## config.mk

```make
export PLATFORM = sky130hd
export DESIGN_NAME = power_mode_controller
export DESIGN_NICKNAME = d
export VERILOG_FILES = /design/src/rtl/power_mode_pkg.sv /design/src/rtl/power_mode_controller.sv /design/src/rtl/pin_sync.sv
export VERILOG_INCLUDE_DIRS = /design/src /design/src/rtl
export SDC_FILE = /design/constraint.sdc
export NUM_CORES = 1
export LEC_CHECK = 0
export BUFFER_PORTS_ARGS = -buffer_cell sky130_fd_sc_hd__buf_2
export CORE_AREA = 4 4 131 102
export DETAILED_ROUTE_END_ITERATION = 8
export DIE_AREA = 0 0 135 106
export GPL_TIMING_DRIVEN = 1
export PLACE_DENSITY = 0.47
export SLEW_MARGIN = 5
export SYNTH_ARGS = -nofsm -noshare
export SYNTH_HDL_FRONTEND = slang
export SYNTH_SLANG_ARGS = --single-unit
```

## constraint.sdc

```tcl
create_clock -name clock_i -period 3.4 [get_ports clock_i]
set_input_delay 0.17 -clock clock_i [delete_from_list [all_inputs] [get_ports clock_i]]
set_output_delay 0.17 -clock clock_i [all_outputs]
set_load 0.03 [all_outputs]
```

## src/rtl/power_mode_params.svh

```systemverilog
// Constants for the power mode controller: indices, encodings, timing.
// What this block does
// Active: software switches peripheral clocks and power
// Sleep stops processor clock until reset or interrupt
// Sleep: clocked peripherals run, their interrupts wake
// Sleep and deep-sleep retain state, hold pins static
// Deep-sleep gates processor, main, peripheral clocks; FRO
// Deep-sleep puts flash into standby
// Deep-sleep: analog off unless kept as wake source
// Deep-sleep: listed blocks and oscillators may stay running
// Deep-sleep USART unclocked, wakes in sync-slave/32k mode
// Deep-sleep SPI, I2C unclocked, wake as slaves
// DMA active in sleep, limited in deep-sleep
// Power-down: only RTC domain and reset pin powered
// Power-down exits only on reset pin or alarm
// RTC one-hertz alarm flag raises chip wake request
// Power-down loses contents, functional pins high-impedance
// Waking from power-down runs full chip reset
`ifndef POWER_MODE_PARAMS_SVH
`define POWER_MODE_PARAMS_SVH

// Peripheral slots that may stay powered in deep-sleep
`define PMC_P_PIN_INT 0
`define PMC_P_GROUP_INT 1
`define PMC_P_USB 2
`define PMC_P_SPI 3
`define PMC_P_I2C 4
`define PMC_P_USART 5
`define PMC_P_WDOG 6
`define PMC_P_RTC 7
`define PMC_P_UTICK 8
`define PMC_P_BROWNOUT 9
`define PMC_NUM_PERIPH 10

// Analog slots: oscillators and detector supplies
`define PMC_A_RTC_OSC 0
`define PMC_A_WDT_OSC 1
`define PMC_A_BROWNOUT 2
`define PMC_NUM_ANALOG 3

// Requested mode codes from the power API
`define PMC_REQ_SLEEP 2'h1
`define PMC_REQ_DEEP_SLEEP 2'h2
`define PMC_REQ_POWER_DOWN 2'h3

// Chip reset sequence length
`define PMC_CLK_MHZ 40
`define PMC_RST_TIME_NS 500
`define PMC_RST_CYCLES ((`PMC_RST_TIME_NS * `PMC_CLK_MHZ + 999) / 1000)
`define PMC_CNT_W 8

`endif

```

## src/rtl/power_mode_pkg.sv

```systemverilog
// Types shared by the power mode controller files.
package power_mode_pkg;

   // Power state of the chip, binary coded
   typedef enum logic [2:0]
   {
      ST_ACTIVE = 3'h0,
      ST_SLEEP = 3'h1,
      ST_DEEP_SLEEP = 3'h2,
      ST_POWER_DOWN = 3'h3,
      ST_RESET_SEQ = 3'h4
   } pmc_state_e;

endpackage

```

## src/rtl/power_mode_controller.sv

```systemverilog
// Power mode controller: clock gating, power domains and wake-up.
`timescale 1ns/1ps
`include "power_mode_params.svh"
module power_mode_controller
   import power_mode_pkg::*;
#(
   parameter int NP = `PMC_NUM_PERIPH,
   parameter int NA = `PMC_NUM_ANALOG
) (
   input wire logic clock_i,
   input wire logic sys_rst_i,
   input wire logic enter_i,
   input wire logic [1:0] mode_req_i,
   input wire logic irq_i,
   input wire logic [NP-1:0] periph_clk_en_i,
   input wire logic [NP-1:0] periph_pwr_en_i,
   input wire logic [NA-1:0] analog_en_i,
   input wire logic [NP-1:0] deep_keep_i,
   input wire logic [NA-1:0] analog_keep_i,
   input wire logic fro_keep_i,
   input wire logic dma_deep_en_i,
   input wire logic usart_sync_slave_i,
   input wire logic usart_32k_i,
   input wire logic spi_slave_i,
   input wire logic i2c_slave_i,
   input wire logic [NP-1:0] wake_src_i,
   input wire logic rtc_alarm_flag_i,
   input wire logic reset_pin_n_i,
   output pmc_state_e mode_o,
   output logic cpu_clk_en_o,
   output logic main_clk_en_o,
   output logic [NP-1:0] periph_clk_en_o,
   output logic [NP-1:0] periph_pwr_en_o,
   output logic [NA-1:0] analog_pwr_en_o,
   output logic fro_en_o,
   output logic flash_standby_o,
   output logic dma_en_o,
   output logic retain_o,
   output logic pin_hold_o,
   output logic pin_tristate_o,
   output logic core_pwr_en_o,
   output logic chip_reset_o,
   output logic rtc_wake_req_o
);

   ////////////////////////////////////////////////////////////////////////
   // Elaboration checks

   // Fixed slot indices need at least the documented number of slots
   if (NP < `PMC_NUM_PERIPH || NA < `PMC_NUM_ANALOG)
   begin : g_bad_size
      $error("power_mode_controller: too few peripheral or analog slots");
   end

   localparam logic [`PMC_CNT_W-1:0] RST_CYC =
      `PMC_CNT_W'(`PMC_RST_CYCLES);

   ////////////////////////////////////////////////////////////////////////
   // Synchronisers for inputs from other domains

   logic [NP-1:0] wake_s; // Synchronised peripheral wake requests
   logic alarm_s; // Synchronised one-hertz alarm flag
   logic rst_pin_n_s; // Synchronised reset pin, low means asserted

   // One filter per wake line; these come from unclocked blocks
   for (genvar i = 0; i < NP; i++)
   begin : g_wake_sync
      pin_sync #(.RESET_VAL(1'b0)) u_sync (
         .clock_i(clock_i),
         .sys_rst_i(sys_rst_i),
         .async_i(wake_src_i[i]),
         .sync_o(wake_s[i])
      );
   end

   // Alarm flag lives in the always-on RTC domain
   pin_sync #(.RESET_VAL(1'b0)) u_alarm_sync (
      .clock_i(clock_i),
      .sys_rst_i(sys_rst_i),
      .async_i(rtc_alarm_flag_i),
      .sync_o(alarm_s)
   );

   // Reset pin idles high
   pin_sync #(.RESET_VAL(1'b1)) u_rst_sync (
      .clock_i(clock_i),
      .sys_rst_i(sys_rst_i),
      .async_i(reset_pin_n_i),
      .sync_o(rst_pin_n_s)
   );

   ////////////////////////////////////////////////////////////////////////
   // Wake qualification

   logic [NP-1:0] deep_wake_ok; // Wake lines allowed in deep-sleep
   logic deep_wake; // Any qualified deep-sleep wake
   logic rst_pin; // Reset pin asserted

   // Serial units are unclocked in deep-sleep, so only the modes that
   // run from the far party's clock can still signal a wake
   always_comb
   begin
      deep_wake_ok = wake_s & deep_keep_i;
      deep_wake_ok[`PMC_P_USART] = wake_s[`PMC_P_USART]
         & deep_keep_i[`PMC_P_USART]
         & (usart_sync_slave_i | usart_32k_i);
      deep_wake_ok[`PMC_P_SPI] = wake_s[`PMC_P_SPI]
         & deep_keep_i[`PMC_P_SPI] & spi_slave_i;
      deep_wake_ok[`PMC_P_I2C] = wake_s[`PMC_P_I2C]
         & deep_keep_i[`PMC_P_I2C] & i2c_slave_i;
   end

   assign deep_wake = (|deep_wake_ok) | alarm_s;
   assign rst_pin = ~rst_pin_n_s;

   ////////////////////////////////////////////////////////////////////////
   // State

   // All state in one record; outputs are its fields
   typedef struct packed
   {
      pmc_state_e state;
      logic [`PMC_CNT_W-1:0] cnt;
      logic cpu_clk;
      logic main_clk;
      logic [NP-1:0] pclk;
      logic [NP-1:0] ppwr;
      logic [NA-1:0] apwr;
      logic fro;
      logic flash_sb;
      logic dma;
      logic retain;
      logic hold;
      logic tri_pins;
      logic core_pwr;
      logic chip_rst;
      logic rtc_wake;
   } pmc_s;

   pmc_s cur_q;
   pmc_s nxt_d;

   // Next state and next outputs
   always_comb
   begin
      nxt_d = cur_q;
      nxt_d.cnt = '0;
      nxt_d.rtc_wake = alarm_s;
      unique case (cur_q.state)
         ST_ACTIVE:
         begin
            // Enter the requested reduced mode on the processor's cue
            if (enter_i && mode_req_i == `PMC_REQ_SLEEP)
            begin
               nxt_d.state = ST_SLEEP;
            end
            else if (enter_i && mode_req_i == `PMC_REQ_DEEP_SLEEP)
            begin
               nxt_d.state = ST_DEEP_SLEEP;
            end
            else if (enter_i && mode_req_i == `PMC_REQ_POWER_DOWN)
            begin
               nxt_d.state = ST_POWER_DOWN;
            end
         end
         ST_SLEEP:
         begin
            // Any interrupt from a clocked peripheral resumes
            if (irq_i)
            begin
               nxt_d.state = ST_ACTIVE;
            end
         end
         ST_DEEP_SLEEP:
         begin
            // Only sources kept alive may end deep-sleep
            if (deep_wake)
            begin
               nxt_d.state = ST_ACTIVE;
            end
         end
         ST_POWER_DOWN:
         begin
            // Nothing was kept, so the alarm leads to a full reset
            if (alarm_s)
            begin
               nxt_d.state = ST_RESET_SEQ;
            end
         end
         ST_RESET_SEQ:
         begin
            // Hold chip reset for the whole sequence length
            if (cur_q.cnt >= RST_CYC - `PMC_CNT_W'(1))
            begin
               nxt_d.state = ST_ACTIVE;
            end
            else
            begin
               nxt_d.cnt = cur_q.cnt + `PMC_CNT_W'(1);
            end
         end
         default:
         begin
            nxt_d.state = ST_RESET_SEQ;
         end
      endcase

      // Reset pin wins from any state; it is the only other exit
      if (rst_pin)
      begin
         nxt_d.state = ST_RESET_SEQ;
         nxt_d.cnt = '0;
      end

      // Outputs follow the next state, so they change with it
      nxt_d.cpu_clk = 1'b0;
      nxt_d.main_clk = 1'b0;
      nxt_d.pclk = '0;
      nxt_d.ppwr = '0;
      nxt_d.apwr = '0;
      nxt_d.fro = 1'b0;
      nxt_d.flash_sb = 1'b0;
      nxt_d.dma = 1'b0;
      nxt_d.retain = 1'b0;
      nxt_d.hold = 1'b0;
      nxt_d.tri_pins = 1'b0;
      nxt_d.core_pwr = 1'b1;
      nxt_d.chip_rst = 1'b0;
      unique case (nxt_d.state)
         ST_ACTIVE:
         begin
            nxt_d.cpu_clk = 1'b1;
            nxt_d.main_clk = 1'b1;
            nxt_d.pclk = periph_clk_en_i;
            nxt_d.ppwr = periph_pwr_en_i;
            nxt_d.apwr = analog_en_i;
            nxt_d.fro = 1'b1;
            nxt_d.dma = 1'b1;
            nxt_d.retain = 1'b1;
         end
         ST_SLEEP:
         begin
            // Only the processor clock stops
            nxt_d.main_clk = 1'b1;
            nxt_d.pclk = periph_clk_en_i;
            nxt_d.ppwr = periph_pwr_en_i;
            nxt_d.apwr = analog_en_i;
            nxt_d.fro = 1'b1;
            nxt_d.dma = 1'b1;
            nxt_d.retain = 1'b1;
            nxt_d.hold = 1'b1;
         end
         ST_DEEP_SLEEP:
         begin
            // Clocks stay gated; kept blocks run from their own oscillator
            nxt_d.ppwr = periph_pwr_en_i & deep_keep_i;
            nxt_d.apwr = analog_keep_i;
            nxt_d.fro = fro_keep_i;
            nxt_d.flash_sb = 1'b1;
            nxt_d.dma = dma_deep_en_i;
            nxt_d.retain = 1'b1;
            nxt_d.hold = 1'b1;
         end
         ST_POWER_DOWN:
         begin
            // Core supply removed; only the RTC domain survives
            nxt_d.ppwr[`PMC_P_RTC] = 1'b1;
            nxt_d.core_pwr = 1'b0;
            nxt_d.tri_pins = 1'b1;
         end
         ST_RESET_SEQ:
         begin
            // Retention already lost; pins float until released
            nxt_d.chip_rst = 1'b1;
            nxt_d.tri_pins = 1'b1;
         end
         default:
         begin
            nxt_d.chip_rst = 1'b1;
         end
      endcase
   end

   // State register; reset starts the chip in its reset sequence
   always_ff @(posedge clock_i or posedge sys_rst_i)
   begin
      if (sys_rst_i)
      begin
         cur_q <= '0;
         cur_q.state <= ST_RESET_SEQ;
         cur_q.chip_rst <= 1'b1;
         cur_q.tri_pins <= 1'b1;
         cur_q.core_pwr <= 1'b1;
      end
      else
      begin
         cur_q <= nxt_d;
      end
   end

   ////////////////////////////////////////////////////////////////////////
   // Outputs

   assign mode_o = cur_q.state;
   assign cpu_clk_en_o = cur_q.cpu_clk;
   assign main_clk_en_o = cur_q.main_clk;
   assign periph_clk_en_o = cur_q.pclk;
   assign periph_pwr_en_o = cur_q.ppwr;
   assign analog_pwr_en_o = cur_q.apwr;
   assign fro_en_o = cur_q.fro;
   assign flash_standby_o = cur_q.flash_sb;
   assign dma_en_o = cur_q.dma;
   assign retain_o = cur_q.retain;
   assign pin_hold_o = cur_q.hold;
   assign pin_tristate_o = cur_q.tri_pins;
   assign core_pwr_en_o = cur_q.core_pwr;
   assign chip_reset_o = cur_q.chip_rst;
   assign rtc_wake_req_o = cur_q.rtc_wake;

   ////////////////////////////////////////////////////////////////////////
   // Assertions

   a_active_pclk: assert property (@(posedge clock_i) disable iff (sys_rst_i)
      (mode_o == ST_ACTIVE && $past(mode_o) == ST_ACTIVE)
      |-> periph_clk_en_o == $past(periph_clk_en_i))
      else $error("active peripheral clocks do not follow enables");

   a_sleep_entry: assert property (@(posedge clock_i) disable iff (sys_rst_i)
      (mode_o == ST_ACTIVE && enter_i && mode_req_i == `PMC_REQ_SLEEP
       && rst_pin_n_s)
      |=> mode_o == ST_SLEEP && !cpu_clk_en_o && main_clk_en_o)
      else $error("sleep entry did not stop only the processor clock");

   a_sleep_irq_wake: assert property (@(posedge clock_i)
      disable iff (sys_rst_i)
      (mode_o == ST_SLEEP && irq_i && rst_pin_n_s)
      |=> mode_o == ST_ACTIVE && cpu_clk_en_o)
      else $error("interrupt in sleep did not resume processor");

   a_low_retain: assert property (@(posedge clock_i) disable iff (sys_rst_i)
      (mode_o == ST_SLEEP || mode_o == ST_DEEP_SLEEP)
      |-> retain_o && pin_hold_o && !pin_tristate_o)
      else $error("retention or pin hold lost in sleep");

   a_deep_gating: assert property (@(posedge clock_i)
      disable iff (sys_rst_i)
      mode_o == ST_DEEP_SLEEP |-> !cpu_clk_en_o && !main_clk_en_o
      && periph_clk_en_o == '0 && flash_standby_o
      && fro_en_o == $past(fro_keep_i))
      else $error("deep-sleep clock or flash gating wrong");

   a_deep_analog: assert property (@(posedge clock_i)
      disable iff (sys_rst_i)
      mode_o == ST_DEEP_SLEEP
      |-> analog_pwr_en_o == $past(analog_keep_i))
      else $error("deep-sleep analog power not as kept");

   // Only the SPI line is up and kept, but the unit is not a slave
   a_spi_wake_gate: assert property (@(posedge clock_i)
      disable iff (sys_rst_i)
      (mode_o == ST_DEEP_SLEEP && !spi_slave_i && !alarm_s && rst_pin_n_s
       && (wake_s & deep_keep_i) == (NP'(1) << `PMC_P_SPI))
      |=> mode_o == ST_DEEP_SLEEP)
      else $error("SPI woke deep-sleep outside slave mode");

   // Only the USART line is up and kept, but no wake mode is selected
   a_usart_wake_gate: assert property (@(posedge clock_i)
      disable iff (sys_rst_i)
      (mode_o == ST_DEEP_SLEEP && !usart_sync_slave_i && !usart_32k_i
       && !alarm_s && rst_pin_n_s
       && (wake_s & deep_keep_i) == (NP'(1) << `PMC_P_USART))
      |=> mode_o == ST_DEEP_SLEEP)
      else $error("USART woke deep-sleep outside its wake modes");

   a_pd_exit_only: assert property (@(posedge clock_i)
      disable iff (sys_rst_i)
      (mode_o == ST_POWER_DOWN && !alarm_s && rst_pin_n_s)
      |=> mode_o == ST_POWER_DOWN && !core_pwr_en_o
      && pin_tristate_o)
      else $error("power-down left without reset pin or alarm");

   a_pd_domains: assert property (@(posedge clock_i) disable iff (sys_rst_i)
      mode_o == ST_POWER_DOWN |-> !retain_o
      && periph_pwr_en_o == (NP'(1) << `PMC_P_RTC))
      else $error("power-down domains not as required");

   a_pd_reset_seq: assert property (@(posedge clock_i)
      disable iff (sys_rst_i)
      (mode_o == ST_POWER_DOWN && alarm_s && rst_pin_n_s)
      |=> chip_reset_o && mode_o == ST_RESET_SEQ)
      else $error("power-down wake skipped the reset sequence");

   a_alarm_request: assert property (@(posedge clock_i)
      disable iff (sys_rst_i)
      $rose(alarm_s) |=> rtc_wake_req_o)
      else $error("alarm flag raised no wake request");
endmodule

```

## src/rtl/pin_sync.sv

```systemverilog
// Three-stage synchroniser with agreement filter for one async input.
`timescale 1ns/1ps
module pin_sync #(
   parameter logic RESET_VAL = 1'b0
) (
   input wire logic clock_i,
   input wire logic sys_rst_i,
   input wire logic async_i,
   output logic sync_o
);
   // Stages two and three are compared; stage one feeds stage two only
   typedef struct packed
   {
      logic s1;
      logic s2;
      logic s3;
      logic out;
   } sync_s;

   sync_s cur_q;
   sync_s nxt_d;

   // Shift and accept a level once the two late stages agree
   always_comb
   begin
      nxt_d = cur_q;
      nxt_d.s1 = async_i;
      nxt_d.s2 = cur_q.s1;
      nxt_d.s3 = cur_q.s2;
      if (cur_q.s2 == cur_q.s3)
      begin
         nxt_d.out = cur_q.s3;
      end
   end

   // State register
   always_ff @(posedge clock_i or posedge sys_rst_i)
   begin
      if (sys_rst_i)
      begin
         cur_q <= {4{RESET_VAL}};
      end
      else
      begin
         cur_q <= nxt_d;
      end
   end

   assign sync_o = cur_q.out;
endmodule

```

# Word level (Yosys, flattened, before mapping)
# Cells that the tools add are included.
[classes] muxes=22 n_lt_le_gt_ge=1 add_sub_neg=1 bitwise=10 n_reduce_logical=10 n_eq_ne=23
[ops] operator="$mux W11" count=2
[ops] operator="$pmux W11 S2" count=1
[ops] operator="$mux W3" count=7
[ops] operator="$and A10 B10 Y10" count=2
[ops] operator="$mux W8" count=2
[ops] operator="$pmux W3 S5" count=1
[ops] operator="$eq A1 B1 Y1" count=12
[ops] operator="$eq A3 B2 Y1 const B" count=4
[ops] operator="$reduce_or A10 Y1" count=1
[ops] operator="$add A8 B1 Y8 const B" count=1
[ops] operator="$ge A8 B5 Y1 const B" count=1
[ops] operator="$pmux W2 S2" count=2
[ops] operator="$and A1 B1 Y1" count=6
[ops] operator="$eq A3 B1 Y1 const B" count=2
[ops] operator="$eq A3 B3 Y1 const B" count=2
[ops] operator="$logic_not A3 Y1" count=2
[ops] operator="$mux W1" count=6
[ops] operator="$reduce_or A2 Y1" count=3
[ops] operator="$eq A2 B2 Y1 const B" count=2
[ops] operator="$reduce_or A4 Y1" count=1
[ops] operator="$logic_and A1 B1 Y1" count=3
[ops] operator="$pmux W1 S3" count=1
[ops] operator="$eq A2 B1 Y1 const B" count=1
[ops] operator="$or A1 B1 Y1" count=2
[totals] register_bits=93 output_inout_bits=37 in_bits=60 wordCells=131

# Logic depth before layout (Yosys ltp)
# Gate-level depths: netlist of the first run.
[logic_depth] word_depth=10 ltp_mapped=8 depth_no_buf=7

# By module
# From an unflattened synthesis of the first run, not the netlist that was laid out.
[unflattened] cells_unflattened=239 hier_area_um2=3294.4
[modules_own_cells] mod="power_mode_controller" instances=1 seq_area_each_um2=1131.1 cells_per_inst=167 area_each_um2=1908.1
[modules_own_cells] mod="pin_sync (g_wake_sync[0].u_sync ...)" instances=11 seq_area_each_um2=100.1 cells_per_inst=6 area_each_um2=115.1
[modules_own_cells] mod="pin_sync (u_rst_sync)" instances=1 seq_area_each_um2=105.1 cells_per_inst=6 area_each_um2=120.1

# Least setup slack after synthesis of the first run
# Ideal clock, no wire load.
[synth_path] path_kind="flip-flop to flip-flop" startpoint="register cur_q[34] (netlist name)" endpoint="register cur_q, in the netlist periph_pwr_en_o[0]" setup_ps=119 required_time_ps=3281 synth_period_minus_slack_ps=1794 n_path_buf=2 setup_slack_ps=1606 arrival_time_ps=1676 path_stages_with_launch=9 cell_sequence="dfrtp_1 > ha_1 > o31ai_1 > nand4b_1 > and3_1 > and2_4 > buf_6 > buf_6 > o21a_1"
[synth_rtl] element="start: declaration" line="power_mode_controller.sv:140" source="pmc_s cur_q;"
[synth_rtl] element="start signal: assignment" line="power_mode_controller.sv:297" source="cur_q <= nxt_d;"

==> results of run 1 <==
## state kept, by name (all words and copies together), names as in the netlist, 3 cells and up
signal	count
g_wake_sync.u_sync.sync_o	10
analog_pwr_en_o	3
u_alarm_sync.cur_q	3
mode_o	3
u_rst_sync.cur_q	3
periph_clk_en_o	10
periph_pwr_en_o	10
g_wake_sync.u_sync.cur_q	30
cur_q	8
## logic make-up (layout without fill, tap and decap cells)
logic type / after synthesis / after routing / synth area share (%)
compound gates: 31 / 31 / 7.66
buf+inv: 38 / 132 / 7.77
flops: 93 / 93 / 70.4
xor+xnor: 4 / 4 / 1.06
simple gates: 48 / 48 / 8.97
other cells: 1 / 3 / 0.113
fa+ha+maj: 13 / 13 / 4.00
## layout by cell type, fill, tap and decap left out, types with 2 or more instances in the layout
cell type      instances
nor2_1                 6
a21oi_1                2
nand3_1                2
buf_2                 96
dfstp_2                8
nand3b_1               2
inv_6                  2
buf_4                  2
maj3_1                12
o21ai_0                2
dlygate4sd3_1         12
a22o_1                 3
conb_1                 3
nand2_1                5
o21a_1                10
and2_1                 2
inv_1                  5
clkbuf_16              9
xor2_1                 3
and3_1                13
nor3b_1                9
dfrtp_1               85
a21o_1                 4
## layer usage
metal	vias up	global-route usage, %	part of all wire (%)
li1	934	-	-
met1	948	13.6	45
met2	69	15.8	45
met3	10	5.01	9.2
met4	2	3.45	1.4
met5	-	0	0.17
## worst max-delay path by stage
stage,startpoint,endpoint,slack (ns)
after floorplan,sys_rst_i,analog_pwr_en_o[0],0.82
after global placement,cur_q[34],dma_en_o,1.23
after detailed placement,cur_q[34],fro_en_o,1.16
after CTS,cur_q[34],fro_en_o,1.15
after global routing,cur_q[34],fro_en_o,0.98
final,cur_q[34],fro_en_o,1.20
## synthesized netlist by cell type (all sizes together) (2+ instances only)
cell,count,area (um^2)
o21ai,2,10.0
nor3b,9,67.6
nand3b,2,15.0
xor2,3,26.3
a21oi,2,10.0
nor2,6,22.5
o21a,10,75.1
clkbuf,2,7.51
and2,3,21.3
nand3,2,10.0
dfstp,8,210
a211oi,2,20.0
and3,13,81.3
maj3,12,120
nand2,5,18.8
inv,6,22.5
a22o,3,26.3
dfrtp,85,2130
buf,30,228
a21o,4,30.0
## where the power goes
part,internal (mW),leakage (nW),switching [mW]
clock network,0.595,0.149,0.421
registers,1.20,1.13,0.0383
logic,0.118,0.778,0.212
total,1.91,2.06,0.671
## worst max-delay path: stages (launching register included)
cell and delay (ns):
dfrtp_1 0.40, ha_1 0.25, o31ai_1 0.30, nand4b_1 0.16
and3_1 0.32, inv_1 0.37, nor2_1 0.12, a21o_1 0.20
## final cells by class
class	instances	area, um^2
clock buffer	10	239
sequential	93	2340
tap	166	208
fill	1199	7820
multi-input combinational	99	731
clock inverter	6	68.8
timing repair buffer	110	616
inverter	6	25.0
==> impl_metrics.env, run 1 <==
export IMPL_outcome="finished, final reports clean"
export IMPL_cts_inserted_buffers=9
export IMPL_rsz0062_at_grt="no"
export IMPL_drc=0
export IMPL_start_kind="flop"
export IMPL_min_from="periph_pwr_en_i[4]"
export IMPL_cts_root_buf="clkbuf_16"
export IMPL_finalCritPeriodShare_pct=64.8
export IMPL_syn_inst=228
export IMPL_setup_violations=0
export IMPL_power_leakage_nw=2.06
export IMPL_routed_wl_mm=7.19
export IMPL_crit_type="reg -> reg"
export IMPL_postCtsSetupBuffers=0
export IMPL_grt_overflow=0
export IMPL_antenna_found_initial=1
export IMPL_worstReg2RegStart="cur_q[34]"
export IMPL_fp_row_count=35
export IMPL_die_y_um=106
export IMPL_cp_max_fo=15
export IMPL_max_clock_freq_mhz=454
export IMPL_max_slew_margin_pct=31.3
export IMPL_holdPathStages=2
export IMPL_drt_iter0_markers=49
export IMPL_area_growth_synth_to_final_pct=27.3
export IMPL_grt_pass1_vias=2114
export IMPL_layoutNonFillerInstCount=490
export IMPL_hold_end="periph_pwr_en_o[4]"
export IMPL_placed_area_um2=3800
export IMPL_fin_skew_ns=0.00719
export IMPL_clkTransAtPathRegs_ns=0.07
export IMPL_insertion_delay_ns=0.34
export IMPL_clkSinkCount=93
export IMPL_vias_per_cell=4.01
export IMPL_synth_edf_count=0
export IMPL_crit_arrival_ns=2.43
export IMPL_wl_per_cell_um=14.7
export IMPL_clk_path_buf_depth=2
export IMPL_fin_ws_ns=1.20
export IMPL_ys_seq_area_share_pct=70.4
export IMPL_ir_drop_mv=0.287
export IMPL_ys_types=43
export IMPL_cellPowerDensity_nw_per_um2=611
export IMPL_antenna_left=0
export IMPL_core_um2=12000
export IMPL_layout_nets=380
export IMPL_power_mw=2.58
export IMPL_insertedDiodeCount=0
export IMPL_timing_hold_ws_ns=0.0432
export IMPL_r2r_slack_ns=1.20
export IMPL_routabilityCongestion=0.733
export IMPL_grt_pass1_wl_mm=11.5
export IMPL_worst_setup_path_end_kind="flop"
export IMPL_grt_total_usage_pct=10.6
export IMPL_reg2reg_depth=7
export IMPL_initial_core_util_pct=27.6
export IMPL_placed_cells=462
export IMPL_first_pass_iters=4
export IMPL_boundaryPins=97
export IMPL_drv_slew=0
export IMPL_vias=1963
export IMPL_netlist_area_um2=3320
export IMPL_final_cell_area_um2=4220
export IMPL_cts_resized=0
export IMPL_cts_tree="done"
export IMPL_layout_drive_gt1_share_pct=38.9
export IMPL_hold_viol_final=0
export IMPL_final_util_pct=35.1
export IMPL_ys_flop_type="dfrtp_1"
export IMPL_grt_max_degree=87
export IMPL_die_w_um=135
export IMPL_tightest_slew_ns=1.03
export IMPL_synth_area_per_cell_um2=14.6
export IMPL_dp_slack_ns=1.16
export IMPL_drv_cap=0
export IMPL_dieArea_um2=14300
export IMPL_hold_path_class="in -> reg"
export IMPL_ys_ff_latch=93
export IMPL_cp_required_ns=3.63
export IMPL_h_tree_depth=3
export IMPL_async_reset_ff_share_pct=100
export IMPL_rr_endpoint="fro_en_o"
export IMPL_synth_warnings=0
export IMPL_portBuffers=96
export IMPL_post_route_min_period_ns=2.20
export IMPL_dpl_hpwl_mm=5.15
export IMPL_cts_hold_fix_buffers=12
export IMPL_tns_ns=0
No activity file was read; power rests on OpenSTA's default activity.
==> inputs of run 2 (changes only) <==
==> constraint.sdc (replaced) <==
create_clock -name clock_i -period 2.3 [get_ports clock_i]
set_input_delay 0.115 -clock clock_i [delete_from_list [all_inputs] [get_ports clock_i]]
set_output_delay 0.115 -clock clock_i [all_outputs]
set_load 0.03 [all_outputs]
==> run 2 against run 1 <==
Compared with the run above:
- first-iteration DRC count is 55% higher
- setup slack lost 0.93 ns
- wire length rose by 2.5%
- sequential power is 49% higher
- maximum frequency is 8.4% higher
- critical endpoint unchanged
- largest cell class unchanged
- highest routed layer is now met4
==> impl_metrics.env, run 2 (synthesized netlist as in run 1, its figures left out) <==
export IMPL_power_leakage_nw=2.15
export IMPL_crit_family="simple AND/OR/NAND/NOR gates"
export IMPL_mostFrequentLayoutCell="buf_2"
export IMPL_cpMaxStageDelayCell="dfrtp_1"
export IMPL_placed_cells=465
export IMPL_insertedDiodeCount=0
export IMPL_grt_total_usage_pct=11.0
export IMPL_tightest_slew_ns=0.640
export IMPL_antenna_found_initial=0
export IMPL_start_kind="flop"
export IMPL_critical_path_max_stage_delay_ns=0.40
export IMPL_cp_required_ns=2.53
export IMPL_cts_tree="done"
export IMPL_crit_type="reg -> reg"
export IMPL_tns_ns=0
export IMPL_finalCritPeriodShare_pct=88.4
export IMPL_outcome="finished, final reports clean"
export IMPL_post_route_min_period_ns=2.03
export IMPL_crit_arrival_ns=2.26
export IMPL_setup_violations=0
export IMPL_area_growth_synth_to_final_pct=34.4
export IMPL_largest_register="g_wake_sync.u_sync.cur_q"
export IMPL_dpl_hpwl_mm=5.30
export IMPL_routed_wl_mm=7.37
export IMPL_drv_slew=0
export IMPL_cts_root_buf="clkbuf_16"
export IMPL_portBuffers=96
export IMPL_worstSetupStartpoint="cur_q[34]"
export IMPL_layout_nets=403
export IMPL_worstPathCellList="ha_1 > o31ai_1 > nand4b_1 > and3_1 > inv_1 > nor2_1 > a21o_1"
export IMPL_die_w_um=135
export IMPL_clkSinkCount=93
export IMPL_ir_drop_mv=0.420
export IMPL_rsz0062_at_grt="no"
export IMPL_fillers=1182
export IMPL_max_clock_freq_mhz=492
export IMPL_r2r_slack_ns=0.27
export IMPL_max_slew_margin_pct=57.2
export IMPL_vias_per_cell=4.02
export IMPL_largest_register_ffs=30
export IMPL_clk_path_buf_depth=2
export IMPL_fp_row_count=35
export IMPL_worst_setup_path_end_kind="flop"
export IMPL_drt_iter0_markers=76
export IMPL_routabilityCongestion=0.719
export IMPL_layout_drive_gt1_share_pct=37.2
export IMPL_grt_pass1_wl_mm=12.0
export IMPL_first_pass_iters=4
export IMPL_final_util_pct=37.0
export IMPL_grt_overflow=0
export IMPL_wl_per_cell_um=14.4
export IMPL_vias=2060
export IMPL_crit_end="fro_en_o"
export IMPL_insertion_delay_ns=0.34
export IMPL_placed_area_um2=3830
export IMPL_die_y_um=106
export IMPL_h_tree_depth=3
export IMPL_grt_max_degree=47
export IMPL_cp_max_fo=11
export IMPL_layoutNonFillerInstCount=513
export IMPL_initial_core_util_pct=27.6
export IMPL_grt_pass1_vias=2200
export IMPL_final_cell_mix="buf_2, dfrtp_1, dlygate4sd3_1"
export IMPL_clkTransAtPathRegs_ns=0.07
export IMPL_drv_cap=0
export IMPL_dieArea_um2=14300
export IMPL_cts_inserted_buffers=9
export IMPL_core_um2=12000
export IMPL_antenna_left=0
export IMPL_hold_path_class="in -> reg"
export IMPL_cp_depth=7
export IMPL_reg2reg_depth=7
export IMPL_hold_viol_final=0
export IMPL_worstReg2RegStart="cur_q[34]"
export IMPL_boundaryPins=97
export IMPL_cp_num_buf_inv=1
export IMPL_fin_skew_ns=0.00459
export IMPL_rr_endpoint="fro_en_o"
export IMPL_postCtsSetupBuffers=0
export IMPL_drc=0
export IMPL_cellPowerDensity_nw_per_um2=864
export IMPL_final_cell_area_um2=4460
-- run 2: through the flow --
step                hold WS (ns)  power [mW]  setup slack (ns)
detailed placement         0.222        2.36             0.294
global placement           0.223        2.35             0.335
CTS                      0.00115        3.92             0.270
finish                    0.0150        3.85             0.267
floorplan                  0.119        2.23             0.506
global route             0.00314        4.03            0.0792
-- run 2: metal layers --
layer | vias to the layer above | global-route usage (%) | share of wire, %
met5 | - | 0 | 0
met4 | 0 | 3.88 | 1.0
met3 | 7 | 3.97 | 6.8
met2 | 65 | 16.5 | 45
met1 | 1008 | 14.8 | 47
li1 | 980 | - | -
-- run 2: layout make-up --
type	instances	area [um^2]	area share (%)
clock buffers	9	225	5.05
inverters	6	26.3	0.589
multi-input cells	99	731	16.4
well taps	166	208	4.66
clock inverters	7	80.1	1.80
flip-flops and latches	93	2340	52.4
repair buffers	133	851	19.1
-- run 2: where the power goes --
part / internal [mW] / switching, mW / total [mW]
Combinational: 0.205 / 0.321 / 0.526
Sequential: 1.77 / 0.0581 / 1.83
Clock: 0.859 / 0.641 / 1.50
Total: 2.83 / 1.02 / 3.85
-- run 2: worst min-delay path by stage --
| stage | startpoint | end | slack [ns] | cells past startpoint |
|---|---|---|---|---|
| floorplan | reset_pin_n_i | u_rst_sync.cur_q[3] | 0.12 | 0 |
| global placement | reset_pin_n_i | u_rst_sync.cur_q[3] | 0.22 | 1 |
| detailed placement | reset_pin_n_i | u_rst_sync.cur_q[3] | 0.22 | 1 |
| CTS | periph_pwr_en_i[7] | periph_pwr_en_o[7] | 0.001 | 2 |
| global route | analog_en_i[0] | analog_pwr_en_o[0] | 0.003 | 2 |
| finish | periph_clk_en_i[1] | periph_clk_en_o[1] | 0.01 | 2 |
-- run 2: repair_timing --
item / 4_1_cts / 5_1_grt
hold buffers: 31 / 1
endpoints found under the hold margin: 50 / 1
resized for setup: 0 / 0
==> inputs of run 3 (changes only) <==
--- a/config.mk
+++ b/config.mk
@@ -8,6 +8,7 @@
 export LEC_CHECK = 0
 export BUFFER_PORTS_ARGS = -buffer_cell sky130_fd_sc_hd__buf_2
 export CORE_AREA = 4 4 131 102
+export CTS_BUF_LIST = sky130_fd_sc_hd__clkbuf_2 sky130_fd_sc_hd__clkbuf_4 sky130_fd_sc_hd__clkbuf_8
 export DETAILED_ROUTE_END_ITERATION = 8
 export DIE_AREA = 0 0 135 106
 export GPL_TIMING_DRIVEN = 1
==> run 3 against run 2 <==
Compared with the run above:
- hold slack improved by 0.15 ns
- final cell count increased by 1.8%
- first-iteration DRC count decreased by 21%
- sequential cell count unchanged
- critical path type unchanged
- highest routed layer unchanged
==> impl_metrics.env, run 3 (synthesized netlist as in run 1, its figures left out) <==
export IMPL_outcome="finished, final reports clean"
export IMPL_layout_nets=412
export IMPL_reg2reg_depth=7
export IMPL_post_route_min_period_ns=2.03
export IMPL_rsz0062_at_grt="no"
export IMPL_cts_tree="done"
export IMPL_vias_per_cell=3.96
export IMPL_core_um2=12000
export IMPL_first_pass_iters=4
export IMPL_finalCritPeriodShare_pct=88.4
export IMPL_grt_max_degree=47
export IMPL_antenna_left=0
export IMPL_rr_endpoint="fro_en_o"
export IMPL_insertedDiodeCount=0
export IMPL_cp_required_ns=2.56
export IMPL_fin_ws_ns=0.266
export IMPL_boundaryPins=97
export IMPL_clkTransAtPathRegs_ns=0.10
export IMPL_final_cell_mix="buf_2, dfrtp_1, dlygate4sd3_1"
export IMPL_hold_end="periph_pwr_en_o[1]"
export IMPL_cp_max_fo=11
export IMPL_routed_wl_mm=7.42
export IMPL_largest_register="g_wake_sync.u_sync.cur_q"
export IMPL_crit_arrival_ns=2.30
export IMPL_die_w_um=135
export IMPL_h_tree_depth=3
export IMPL_hold_path_class="in -> reg"
export IMPL_clkSinkCount=93
export IMPL_antenna_found_initial=0
export IMPL_dieArea_um2=14300
export IMPL_crit_type="reg -> reg"
export IMPL_cellPowerDensity_nw_per_um2=782
export IMPL_portBuffers=96
export IMPL_hold_viol_final=0
export IMPL_area_growth_synth_to_final_pct=34.0
export IMPL_clk_path_buf_depth=2
export IMPL_drv_cap=0
export IMPL_mostFrequentLayoutCell="buf_2"
export IMPL_min_from="deep_keep_i[1]"
export IMPL_cts_inserted_buffers=9
export IMPL_grt_overflow=0
export IMPL_largest_register_ffs=30
export IMPL_layout_drive_gt1_share_pct=36.2
export IMPL_drc=0
export IMPL_fp_row_count=35
export IMPL_grt_pass1_vias=2279
export IMPL_cts_root_buf="clkbuf_8"
export IMPL_setup_violations=0
export IMPL_worstReg2RegStart="cur_q[34]"
export IMPL_dp_slack_ns=0.294
export IMPL_final_cell_area_um2=4450
export IMPL_placed_cells=465
export IMPL_max_slew_margin_pct=57.6
export IMPL_tns_ns=0
export IMPL_routabilityCongestion=0.719
export IMPL_final_util_pct=36.9
export IMPL_die_y_um=106
export IMPL_layoutNonFillerInstCount=522
export IMPL_worst_setup_path_end_kind="flop"
export IMPL_max_clock_freq_mhz=492
export IMPL_placed_area_um2=3830
export IMPL_tightest_slew_ns=0.634
export IMPL_initial_core_util_pct=27.6
export IMPL_cts_resized=0
export IMPL_grt_total_usage_pct=11.3
export IMPL_wl_per_cell_um=14.2
export IMPL_holdPathStages=3
export IMPL_r2r_slack_ns=0.27
export IMPL_fin_skew_ns=0.00953
export IMPL_drv_slew=0
export IMPL_insertion_delay_ns=0.37
export IMPL_drt_iter0_markers=60
export IMPL_start_kind="flop"
export IMPL_ir_drop_mv=0.307
export IMPL_timing_hold_ws_ns=0.166
export IMPL_power_mw=3.48
export IMPL_power_leakage_nw=2.14
export IMPL_grt_pass1_wl_mm=12.2
export IMPL_vias=2066
export IMPL_dpl_hpwl_mm=5.30
## run 3: cell types whose count changed in the layout (fill, tap and decap cells not counted), sizes merged
cell,delta
dlygate4sd3,+9
## run 3: critical path, cell delays in order (launching register included)
cell and delay [ns]:
dfrtp_1 0.41, ha_1 0.24, o31ai_1 0.29, nand4b_1 0.17
and3_1 0.20, inv_1 0.31, nor2_1 0.12, a21o_1 0.19
## run 3: where the power goes
part	switching (mW)	internal, mW	total, mW	leakage [nW]
clock	0.597	0.519	1.12	0.103
combinational	0.322	0.215	0.537	0.913
sequential	0.0580	1.77	1.82	1.13
total	0.977	2.50	3.48	2.14
## run 3: timing repair
action | CTS | global route
hold buffers | 41 | 0
setup buffers | 0 | 0
hold endpoints to repair | 58 | 0
## run 3: layout make-up
class	instances	area [um^2]
clock inverters	7	80.1
inverters	6	26.3
flip-flops and latches	93	2340
multi-input cells	99	731
well taps	166	208
repair buffers	142	941
clock buffers	9	124
fillers	1183	7600
## run 3: worst max-delay path by stage
stage | from | endpoint | slack (ns) | depth (start not counted)
5_1_grt | cur_q[34] | fro_en_o | 0.07 | 7
3_5_place_dp | cur_q[34] | fro_en_o | 0.29 | 7
6_report | cur_q[34] | fro_en_o | 0.27 | 7
4_1_cts | cur_q[34] | fro_en_o | 0.26 | 7
2_1_floorplan | cur_q[34] | periph_pwr_en_o[0] | 0.51 | 8
3_3_place_gp | g_wake_sync[7].u_sync.sync_o | periph_pwr_en_o[7] | 0.34 | 5
## run 3: metal layers
layer	vias up	GRT usage, %	wire (um)
met5	-	0	0
met1	995	14.9	3470
met3	10	4.49	502
li1	998	-	-
met4	0	3.67	109
met2	63	17.0	3340
